`config.mk`:
```
export PLATFORM = sky130hd
export DESIGN_NAME = epe_cycle_engine
export DESIGN_NICKNAME = d
export VERILOG_FILES = /design/src/hw/epe_pkg.sv /design/src/hw/epe_watchdog.sv /design/src/hw/epe_cycle_engine.sv
export SDC_FILE = /design/constraint.sdc
export NUM_CORES = 1
export LEC_CHECK = 0
export ABC_AREA = 1
export BUFFER_PORTS_ARGS = -buffer_cell sky130_fd_sc_hd__buf_2
export CORE_MARGIN = 2
export CORE_UTILIZATION = 40
export DETAILED_ROUTE_END_ITERATION = 7
export PLACE_DENSITY = 0.69
export SETUP_SLACK_MARGIN = 0.4
export SYNTH_ARGS = -nofsm -noshare
export SYNTH_HDL_FRONTEND = slang
export SYNTH_SLANG_ARGS = --single-unit
```
`constraint.sdc`:
```
create_clock -name clk_i -period 1.8 [get_ports clk_i]
set_clock_uncertainty 0.05 [all_clocks]
set_input_delay 0.36 -clock clk_i [delete_from_list [all_inputs] [get_ports clk_i]]
set_output_delay 0.36 -clock clk_i [all_outputs]
set_load 0.05 [all_outputs]
```
`src/hw/epe_pkg.sv`:
```
/*
 * shared constants and types for the parallel port cycle engine:
 * register indices, field positions, reset values, watchdog timing.
 * assumes a 10 MHz system clock and 32-bit classic wishbone access.
 */
package epe_pkg;

    localparam int unsigned CLK_HZ = 10_000_000;
    localparam int unsigned CLK_PERIOD_NS = 1_000_000_000 / CLK_HZ;
    // longest time, so the cycle count rounds down
    localparam int unsigned WD_TIME_NS = 10_000;
    localparam int unsigned WD_CYCLES = WD_TIME_NS / CLK_PERIOD_NS;
    localparam int unsigned WD_W = 8;

    // register indices; byte address is four times the index
    localparam logic [3:0] IDX_SPP_DATA = 4'h0;
    localparam logic [3:0] IDX_STATUS = 4'h1;
    localparam logic [3:0] IDX_CONTROL = 4'h2;
    localparam logic [3:0] IDX_EPP_ADDR = 4'h3;
    localparam logic [3:0] IDX_EPP_DATA0 = 4'h4;
    localparam logic [3:0] IDX_EPP_DATA3 = 4'h7;
    localparam logic [3:0] IDX_CONFIG = 4'h8;

    // control fields
    localparam int unsigned CTL_STROBE = 0;
    localparam int unsigned CTL_AUTOFD = 1;
    localparam int unsigned CTL_INIT = 2;
    localparam int unsigned CTL_SELIN = 3;
    localparam int unsigned CTL_IRQE = 4;
    localparam int unsigned CTL_PCD = 5;
    // status fields
    localparam int unsigned ST_TIMEOUT = 0;
    localparam int unsigned ST_WAIT = 1;
    localparam int unsigned ST_PERIPHERAL_INTERRUPT = 2;
    localparam int unsigned ST_BUSY = 3;
    // config fields
    localparam int unsigned CFG_PRST = 0;

    localparam logic [5:0] CTL_RST = 6'h00;
    localparam logic [7:0] PDO_RST = 8'h00;

    typedef enum logic [1:0] {
        EPE_IDLE = 2'h0,
        EPE_ARM = 2'h1,
        EPE_STRB = 2'h3,
        EPE_DONE = 2'h2
    } epe_state_t;

    typedef struct packed {
        epe_state_t state;
        logic mode19;
        logic wr;
        logic addr_cyc;
        logic abort;
        logic ack;
        logic timeout;
        logic prst;
        logic irq;
        logic [5:0] ctrl;
        logic [7:0] pdo;
        logic [7:0] rdat;
    } epe_regs_t;

    localparam epe_regs_t REGS_RST = '{
        state: EPE_IDLE, mode19: 1'b0, wr: 1'b0, addr_cyc: 1'b0,
        abort: 1'b0, ack: 1'b0, timeout: 1'b0, prst: 1'b0, irq: 1'b0,
        ctrl: CTL_RST, pdo: PDO_RST, rdat: 8'h00};

endpackage : epe_pkg

```
`src/hw/epe_watchdog.sv`:
```
/*
 * cycle watchdog: counts clocks while a port cycle runs and pulses
 * expired_o on the last allowed cycle.
 * assumes run_i drops as soon as the owner reacts to the pulse.
 */
`timescale 1ns/1ps
module epe_watchdog
    import epe_pkg::*;
#(
    parameter int unsigned CYCLES = WD_CYCLES,
    parameter int unsigned W = WD_W
) (
    input wire logic clk_i,
    input wire logic rst_i,
    input wire logic run_i,
    output logic expired_o
);

    logic [W-1:0] cnt_ff;
    logic [W-1:0] nxt_cnt;

    always_comb begin
        nxt_cnt = cnt_ff;
        if (rst_i || !run_i) begin
            nxt_cnt = '0;
        end else if (cnt_ff != W'(CYCLES - 1)) begin
            nxt_cnt = cnt_ff + W'(1);
        end
    end

    always_ff @(posedge clk_i) begin
        cnt_ff <= nxt_cnt;
    end

    assign expired_o = run_i && (cnt_ff == W'(CYCLES - 1));

endmodule : epe_watchdog

```
`src/hw/epe_cycle_engine.sv`:
```
/*
 * enhanced parallel port cycle engine: wishbone register slave, legacy
 * port control pins and the handshake for both enhanced port variants.
 * assumes peripheral pins synchronous to clk_i and a static mode input.
 */
// Operation
// - newer variant: hold bus answer back from each read start until done
// - newer variant: wait already low at strobe, finish once wait rises
// - newer variant: wait high at start, hold strobes and write line
// - newer read: float data bus, release write line, direction high
// - newer read end: capture byte, drop strobe, return byte, answer host
// - no cycle running: legacy pins follow control register
// - watchdog aborts cycle after ten microseconds, sets status bit zero
// - older variant: hold answer while wait low, release on high or timeout
// - older write: drive byte and assert address or data strobe on the same edge
// - older write: strobe ends when host ends its write
// - older read: write line released, bus floated, strobe asserted
// - older read: strobe ends when host read ends
// - write, data strobe and address strobe outputs are active low
// - peripheral interrupt passes through uninverted, active high
// - active low reset output returns peripheral to initial mode
// - direction low for write, high for control bit or enhanced read
// - during a cycle control port overrides only the write line
// - offset three runs address cycles, four to seven data cycles
`timescale 1ns/1ps
module epe_cycle_engine
    import epe_pkg::*;
(
    input wire logic clk_i,
    input wire logic rst_i,
    input wire logic wb_cyc_i,
    input wire logic wb_stb_i,
    input wire logic wb_we_i,
    input wire logic [5:0] wb_adr_i,
    input wire logic [3:0] wb_sel_i,
    input wire logic [31:0] wb_dat_i,
    output logic [31:0] wb_dat_o,
    output logic wb_ack_o,
    input wire logic epp19_mode_i,
    input wire logic peripheral_wait_n_i,
    input wire logic peripheral_interrupt_i,
    input wire logic [7:0] port_data_bus_i,
    output logic [7:0] port_data_bus_o,
    output logic port_data_bus_oe_n_o,
    output logic port_direction_o,
    output logic peripheral_write_n_o,
    output logic data_strobe_n_o,
    output logic address_strobe_n_o,
    output logic strobe_n_o,
    output logic autofeed_n_o,
    output logic init_n_o,
    output logic select_in_n_o,
    output logic peripheral_reset_n_o,
    output logic peripheral_interrupt_o
);

    ////////////////////////////////////////////////////////////////////
    // state and decode

    epe_regs_t regs_ff;
    epe_regs_t nxt_regs;
    logic req;
    logic [3:0] idx;
    logic epp_hit;
    logic wr_now;
    logic wd_run;
    logic wd_expired;
    logic in_cycle;
    logic stb_on;
    logic [7:0] status;

    assign req = wb_cyc_i && wb_stb_i;
    assign idx = wb_adr_i[5:2];
    assign epp_hit = (idx >= IDX_EPP_ADDR) && (idx <= IDX_EPP_DATA3);
    // pcd set turns a newer-variant write into a read, with no error
    assign wr_now = epp19_mode_i ? (wb_we_i && !regs_ff.ctrl[CTL_PCD])
                                 : !regs_ff.ctrl[CTL_PCD];
    assign wd_run = (regs_ff.state == EPE_ARM)
                 || (regs_ff.state == EPE_STRB);
    assign in_cycle = (regs_ff.state == EPE_STRB)
                   || (regs_ff.state == EPE_DONE);

    assign status = {4'h0, (regs_ff.state != EPE_IDLE), regs_ff.irq,
                     peripheral_wait_n_i, regs_ff.timeout};

    ////////////////////////////////////////////////////////////////////
    // watchdog

    epe_watchdog #(
        .CYCLES(WD_CYCLES),
        .W(WD_W)
    ) u_watchdog (
        .clk_i(clk_i),
        .rst_i(rst_i),
        .run_i(wd_run),
        .expired_o(wd_expired)
    );

    ////////////////////////////////////////////////////////////////////
    // next state

    always_comb begin
        nxt_regs = regs_ff;
        nxt_regs.ack = 1'b0;
        nxt_regs.irq = peripheral_interrupt_i;
        case (regs_ff.state)
            EPE_IDLE: begin
                if (req && !regs_ff.ack && epp_hit) begin
                    nxt_regs.mode19 = epp19_mode_i;
                    nxt_regs.addr_cyc = (idx == IDX_EPP_ADDR);
                    nxt_regs.wr = wr_now;
                    nxt_regs.abort = 1'b0;
                    if (wr_now) begin
                        nxt_regs.pdo = wb_dat_i[7:0];
                    end
                    // newer variant waits for wait low first
                    if (epp19_mode_i && peripheral_wait_n_i) begin
                        nxt_regs.state = EPE_ARM;
                    end else begin
                        nxt_regs.state = EPE_STRB;
                    end
                end else if (req && !regs_ff.ack) begin
                    nxt_regs.ack = 1'b1;
                    case (idx)
                        IDX_SPP_DATA: nxt_regs.rdat = regs_ff.pdo;
                        IDX_STATUS: nxt_regs.rdat = status;
                        IDX_CONTROL: nxt_regs.rdat = {2'b00, regs_ff.ctrl};
                        IDX_CONFIG: nxt_regs.rdat = {7'h00, regs_ff.prst};
                        default: nxt_regs.rdat = 8'h00;
                    endcase
                    if (wb_we_i && wb_sel_i[0]) begin
                        case (idx)
                            IDX_SPP_DATA: nxt_regs.pdo = wb_dat_i[7:0];
                            IDX_STATUS: begin
                                if (wb_dat_i[ST_TIMEOUT]) begin
                                    nxt_regs.timeout = 1'b0;
                                end
                            end
                            IDX_CONTROL: nxt_regs.ctrl = wb_dat_i[5:0];
                            IDX_CONFIG: nxt_regs.prst = wb_dat_i[CFG_PRST];
                            default: nxt_regs.rdat = nxt_regs.rdat;
                        endcase
                    end
                end
            end
            EPE_ARM: begin
                if (wd_expired) begin
                    nxt_regs.timeout = 1'b1;
                    nxt_regs.abort = 1'b1;
                    nxt_regs.ack = 1'b1;
                    nxt_regs.rdat = 8'h00;
                    nxt_regs.state = EPE_DONE;
                end else if (!peripheral_wait_n_i) begin
                    nxt_regs.state = EPE_STRB;
                end
            end
            EPE_STRB: begin
                if (wd_expired) begin
                    nxt_regs.timeout = 1'b1;
                    nxt_regs.abort = 1'b1;
                    nxt_regs.ack = 1'b1;
                    nxt_regs.rdat = 8'h00;
                    nxt_regs.state = EPE_DONE;
                end else if (peripheral_wait_n_i) begin
                    // answer only once wait is high
                    nxt_regs.ack = 1'b1;
                    if (!regs_ff.wr) begin
                        nxt_regs.rdat = port_data_bus_i;
                    end
                    nxt_regs.state = EPE_DONE;
                end
            end
            EPE_DONE: begin
                // older variant keeps its strobe until the host lets go
                if (!req) begin
                    nxt_regs.state = EPE_IDLE;
                end
            end
            default: nxt_regs.state = EPE_IDLE;
        endcase
        if (rst_i) begin
            nxt_regs = REGS_RST;
        end
    end

    always_ff @(posedge clk_i) begin
        regs_ff <= nxt_regs;
    end

    ////////////////////////////////////////////////////////////////////
    // pins

    // newer variant drops its strobe at termination, older holds it
    assign stb_on = (regs_ff.state == EPE_STRB)
                 || ((regs_ff.state == EPE_DONE) && !regs_ff.mode19
                     && !regs_ff.abort);
    assign data_strobe_n_o = !(stb_on && !regs_ff.addr_cyc);
    assign address_strobe_n_o = !(stb_on && regs_ff.addr_cyc);

    always_comb begin
        if (in_cycle) begin
            // control strobe bit may still force a write during a cycle
            peripheral_write_n_o = !(regs_ff.wr
                                     || regs_ff.ctrl[CTL_STROBE]);
        end else if (epp19_mode_i) begin
            peripheral_write_n_o = 1'b1;
        end else begin
            peripheral_write_n_o = regs_ff.ctrl[CTL_PCD];
        end
    end

    assign port_direction_o = regs_ff.ctrl[CTL_PCD]
                           || (in_cycle && !regs_ff.wr);
    assign port_data_bus_oe_n_o = port_direction_o;
    assign port_data_bus_o = regs_ff.pdo;

    assign strobe_n_o = !regs_ff.ctrl[CTL_STROBE];
    assign autofeed_n_o = !regs_ff.ctrl[CTL_AUTOFD];
    assign init_n_o = regs_ff.ctrl[CTL_INIT];
    assign select_in_n_o = !regs_ff.ctrl[CTL_SELIN];
    assign peripheral_reset_n_o = !regs_ff.prst;
    assign peripheral_interrupt_o = regs_ff.irq;

    assign wb_ack_o = regs_ff.ack;
    assign wb_dat_o = {24'h000000, regs_ff.rdat};

    // helper: cycles spent in a running port cycle
    logic [WD_W-1:0] run_len_ff;
    always_ff @(posedge clk_i) begin
        if (rst_i || !wd_run) begin
            run_len_ff <= '0;
        end else begin
            run_len_ff <= run_len_ff + WD_W'(1);
        end
    end
endmodule : epe_cycle_engine

```
**Word level (Yosys, flattened, before mapping)**

Index checks and enable logic that the tools add are counted.

- Latch bits: 0
- Memories: 0
- Input bits: 58
- Register bits: 40
- RAM bits: 0
- Output and inout bits: 52
- ROM bits: 0

- Add/sub/neg operators: 1
- Bitwise logic cells: 1
- Magnitude comparators: 2
- Eq/ne operators: 22
- Div/mod/pow operators: 0
- Shift-type cells: 0
- Multiplexer cells: 34
- Multiply operators: 0
- Reduce and logical (&&, ||, !) cells: 48

Operator list:

| cell | count |
|---|---|
| $mux 8 | 8 |
| $mux 16 | 2 |
| $pmux 8 s4 | 1 |
| $pmux 8 s3 | 1 |
| $reduce_and 5->1 | 3 |
| $logic_not 1->1 | 14 |
| $mux 2 | 7 |
| $ne 2x2->1 const B | 7 |
| $logic_and 1x1->1 | 13 |
| $mux 1 | 9 |
| $mux 3 | 3 |
| $ne 3x2->1 const B | 3 |
| $pmux 3 s3 | 1 |
| $add 8x1->8 const B | 1 |
| $eq 4x2->1 const B | 2 |
| $eq 8x7->1 const B | 1 |
| $ne 8x7->1 const B | 1 |
| $pmux 2 s4 | 1 |
| $reduce_and 4->1 | 2 |
| $reduce_and 8->1 | 1 |
| $reduce_bool 2->1 | 4 |
| $logic_or 1x1->1 | 6 |
| $mux 6 | 1 |
| $ne 2x1->1 const B | 3 |
| 12 further kinds | 13 |

**Depth between registers and ports, before layout**

- Depth in word-level cells: 6
- Mapped depth: 11
- Gate-level depth less buffers: 9

**Modules after synthesis**

Synthesis repeated with hierarchy kept, for this count alone.

- Cell total of the unflattened synthesis: 409
- Area, all modules: 2587.5 µm²

Modules (own cells, without submodules):

| module | cells an instance | times used | sequential area each (µm²) | area an instance (µm²) |
|---|---|---|---|---|
| epe_cycle_engine | 344 | 1 | 640.6 | 2143.3 |
| epe_watchdog | 65 | 1 | 160.2 | 444.2 |

**Worst setup path after synthesis**

Ideal clock, no wire load.

- Path type: register to output
- Start: reg regs_ff[31] in the netlist's numbering
- End: out peripheral_write_n_o
- Cell stages (with the launch flop): 4
- Setup slack: 0.135 ns
- Buffers on the path: 1
- Data required time: 1.390 ns
- Data arrival time: 1.255 ns
- Path through: dfxtp_1 -> buf_6 -> nand2_1 -> o22ai_1

- Word-level cells in the longest chain between the ends: 3
- Elaborated cells between the ends (all ways): 4
- Classes of those cells: eq/ne: 2; mux: 1; reduce/logical: 1

RTL lines:

| what | RTL line | RTL |
|---|---|---|
| start, declared | epe_cycle_engine.sv:60 | `epe_regs_t regs_ff;` |
| start signal, assigned | epe_cycle_engine.sv:187 | `regs_ff <= nxt_regs;` |
| $eq 2x2->1 (on tied branches) | epe_cycle_engine.sv:80, epe_cycle_engine.sv:81 |  |
| $logic_or 1x1->1 (*) | epe_cycle_engine.sv:81 | `\|\| (regs_ff.state == EPE_DONE);` |
| $mux 1 (*) | epe_cycle_engine.sv:201 | `if (in_cycle) begin` |
| end, declared | epe_cycle_engine.sv:46 | `output logic peripheral_write_n_o,` |

Every way passes the cells marked *; elsewhere a longest branch is shown, timed or not.

**Worst setup path after layout**

- Start: reg regs_ff[30] in the netlist's numbering
- End: out address_strobe_n_o

- Word-level cells in the longest chain between the ends: 6
- Elaborated cells between the ends (all ways): 7
- Classes of those cells: eq/ne: 2; reduce/logical: 5

RTL lines:

| what | RTL line | RTL |
|---|---|---|
| $eq 2x2->1 | epe_cycle_engine.sv:195 | `\|\| ((regs_ff.state == EPE_DONE) && !regs_ff.mode19` |
| $logic_and 1x1->1 | epe_cycle_engine.sv:195 |  |
| $logic_and 1x1->1 | epe_cycle_engine.sv:196 | `&& !regs_ff.abort);` |
| $logic_or 1x1->1 (*) | epe_cycle_engine.sv:195 |  |
| $logic_and 1x1->1 (*) | epe_cycle_engine.sv:198 | `assign address_strobe_n_o = !(stb_on && regs_ff.addr_cyc);` |
| $logic_not 1->1 (*) | epe_cycle_engine.sv:198 |  |
| end, declared | epe_cycle_engine.sv:48 | `output logic address_strobe_n_o,` |

Marks and branches as above.

==> results.tsv <==
stage	metric	value	unit
hold_path	whs_path_depth	3	
synthesis	syn_area_per_cell	6.684	um^2
finish	final_nets	509	
synthesis	synthAdderAreaFrac	0.4812	%
global_route	grtUsageTotal	18.15	%
worst_setup_path	critPathMaxStageDelay	0.37	ns
clocking	path_clk_slew	0.09	ns
sta	drv_slew	0	
synthesis	synth_mux_area_share	0	%
sta	fmax	589.5	MHz
pwr	powerDensity	642.7	mW/mm^2
global_route	overflow	0	
status	status	finished, final reports clean	
worst_setup_path	path_cells	inv_4, nand2_4, o31ai_4, nand2_2, buf_8	
global_route	grt_pass1_wl	10.54	mm
drt	ant_nets	0	
sta	maxSlewHeadroom	46.93	%
worst_setup_path	timing.reg2reg.setup_slack	0.18	ns
worst_setup_path	r2r_start	regs_ff[31]	
synthesis	synthSimpleGateAreaFrac	37.73	%
hold_path	hold_start	peripheral_interrupt_i	
worst_setup_path	crit_slowest_cell	dfxtp_4	
worst_setup_path	worst-path-buf-inv	2	
worst_setup_path	rr_worst_depth	9	
finish	syn2layout_area_growth	27.77	%
sta	fin_hold_ws	0.2098	ns
drt	drc	0	
floorplanning	die_height	84.62	um
worst_setup_path	path_max_fanout	2	
floorplanning	io_pins	110	
clocking	cts_sinks	40	
floorplanning	initial_core_util	41.18	%
synthesis	ys_ff_latch	40	
worst_setup_path	r2r-end	regs_ff[19]	
synthesis	synth-xor-area-share	1.347	%
place	portBuffers	56	
clocking	cts-buffers-inserted	5	
drt	vias	2523	
drt	drt-total-wl	6.543	mm
clocking	cts-root-buf	clkbuf_8	
drt	first_iter_violations	121	
clocking	cts_tree	yes	
global_route	grt_max_degree	27	
pwr	cellLeakagePower	0.001632	uW
finish	final_layout_size_suffix_gt1_share	36.14	%
clocking	cts_hold_buf	0	
job	max-cap-violations	0	
drt	vias_per_cell	4.778	
synthesis	synth_seq_area_share	30.80	%
drt	post_drt_wl_per_cell	12.39	um
drt	firstDrtPassIters	5	
hold_path	min_path_type	primary input to flop	
floorplanning	die_w	84.62	um
global_route	antenna_found_initial	0	
hold_path	hold_end	peripheral_interrupt_o	
floorplanning	core_area	0.006314	mm^2
synthesis	yosysWarnings	0	
worst_setup_path	arrival	1.29	ns
worst_setup_path	path_class	flop to primary output	
synthesis	synth_top_family_by_area	simple AND/OR/NAND/NOR gates	
place	post-dp-hpwl	4.365	mm
synthesis	synth_compound_area_share	7.267	%
worst_setup_path	cp.required	1.39	ns
sta	period_minus_slack	1.696	ns
worst_setup_path	cp-end-kind	primary output	
worst_setup_path	cp_top_family	flip-flops	
floorplanning	rows	29	
finish	diodes	0	
synthesis	netlist_area	0.002600	mm^2
place	routabilityCongestion	0.8464	
clocking	htree_levels	2	
sta	finalHoldViolations	0	
worst_setup_path	cp-startpoint	regs_ff[30]	
synthesis	syn_inst	389	
synthesis	ys_types	33	
worst_setup_path	worst_setup_path_start_kind	flop	
sta	rsz0062_at_grt	true	
clocking	clk_path_buf_depth	2	
clocking	worst_skew_pair.late_latency	0.30	ns
sta	timing.final.crit_share	94.24	%
pwr	max-vdd-ir-drop	0.4008	mV
floorplanning	die_area	0.007161	mm^2
sta	setup_viol	0	
sta	finalSetupTns	0	ns
global_route	grt_pass1_vias	2255	
sta	worst_slew_pin_slew	0.7952	ns
## what timing repair did
item | 4_1_cts | 5_1_grt
pin swaps | 13 | 13
cloned | 3 | 0
setup endpoints to repair | 32 | 44
gates resized for setup | 41 | 37
setup buffers | 13 | 6
## kinds of logic after synthesis
| kind of cell | after synthesis |
|---|---|
| fa+ha+maj | 1 |
| other cells | 1 |
| simple gates | 207 |
| compound gates | 36 |
| flops | 40 |
| buf+inv | 100 |
| xor+xnor | 4 |
## worst max path at each step
| stage | end | depth (start not counted) |
|---|---|---|
| CTS | address_strobe_n_o | 5 |
| floorplan | address_strobe_n_o | 4 |
| detailed placement | address_strobe_n_o | 4 |
| finish | address_strobe_n_o | 5 |
| global placement | address_strobe_n_o | 4 |
| global route | address_strobe_n_o | 5 |
## where the power goes
group / leakage (uW) / internal, uW / total [uW] / switching (uW)
clock network: 0.0000614 / 454 / 801 / 347
logic: 0.00124 / 98.0 / 421 / 323
registers: 0.000329 / 901 / 913 / 12.9
## placed cells by master, fill, tap and decap left out, types with 5 or more instances in the layout
master,netlist,routed
buf_4,43,18
nand2_1,82,68
nor2_1,64,57
nand2_2,6,13
dfxtp_1,40,32
inv_1,41,37
a21oi_1,13,9
o21ai_0,15,11
buf_2,4,48
o21ai_1,3,5
nand3_1,28,25
conb_1,1,24
clkbuf_8,0,6
nand4_1,11,11
buf_6,3,7
nand2_4,3,9
dfxtp_2,0,5
inv_2,5,5
nor2_4,3,6
## worst reg2reg max path: stages, from the launching register on
cell	delay, ns
dfxtp_4	0.37
buf_4	0.16
nor2_4	0.15
inv_4	0.06
nor2_8	0.17
nand3b_4	0.12
nor2_4	0.20
inv_4	0.09
nor2_1	0.10
nor2_1	0.05
## flip-flops by register name, summed over array words and instances (netlist names)
signal and flops:
port_data_bus_o 8, regs_ff 13, wb_ack_o 1, wb_dat_o 8
u_watchdog.cnt_ff 8, init_n_o 1, peripheral_interrupt_o 1
## cell type report
cell class / instances / area (um^2)
Clock inverter: 2 / 38.79
Timing Repair Buffer: 81 / 556.8
Clock buffer: 6 / 82.58
Tap cell: 77 / 96.34
Sequential cell: 40 / 818.3
Fill cell: 593 / 2992
Inverter: 48 / 192.7
Multi-Input combinational cell: 274 / 1536
## through the flow
stage               util [%]  instance area [um^2]  worst slack (ns)  total power [uW]  std cells
floorplan                  -                  2759            0.3330              1304        412
global placement       43.94                  2774            0.1437              1313        498
detailed placement     43.94                  2774            0.1275              1316        498
CTS                    50.28                  3174           0.09054              2129        522
global route           52.62                  3322           0.02560              2224        528
finish                 52.62                  3322            0.1036              2135        528
## routing by layer
metal / part of all wire [%] / track usage, %
met5: 0 / 0
met2: 49 / 29.99
met1: 44 / 23.73
met3: 4.7 / 3.835
met4: 2.4 / 5.628
## Yosys cell counts
| cell type | instances | area (um^2) |
|---|---|---|
| inv_1 | 41 | 153.9 |
| nand2_1 | 82 | 307.8 |
| ha_1 | 1 | 12.51 |
| o22ai_1 | 1 | 6.260 |
| buf_2 | 4 | 20.02 |
| nand3_4 | 1 | 17.52 |
| buf_4 | 43 | 322.8 |
| conb_1 | 1 | 3.750 |
| nand3_1 | 28 | 140.1 |
| xor2_1 | 3 | 26.28 |
| a21oi_1 | 13 | 65.06 |
| clkbuf_1 | 1 | 3.750 |
| or2_2 | 1 | 6.260 |
| nand2_2 | 6 | 37.54 |
| nand3_2 | 2 | 20.02 |
| nor3_1 | 3 | 15.01 |
| nor2_8 | 2 | 40.04 |
| dfxtp_1 | 40 | 800.8 |
| o21ai_0 | 15 | 75.07 |
| o211ai_1 | 1 | 7.510 |
| o31ai_1 | 1 | 7.510 |
| xnor2_1 | 1 | 8.760 |
| nand4_1 | 11 | 68.82 |
| clkinv_2 | 2 | 10.01 |
| nand2_4 | 3 | 33.78 |
| buf_6 | 3 | 33.78 |
| o21ai_1 | 3 | 15.01 |
| nand3b_4 | 1 | 20.02 |
| a31oi_1 | 2 | 12.51 |
| buf_8 | 1 | 15.01 |
| inv_2 | 5 | 18.77 |
| nor2_1 | 64 | 240.2 |
| nor2_4 | 3 | 33.78 |
No activity file was read; power rests on OpenSTA's default activity.
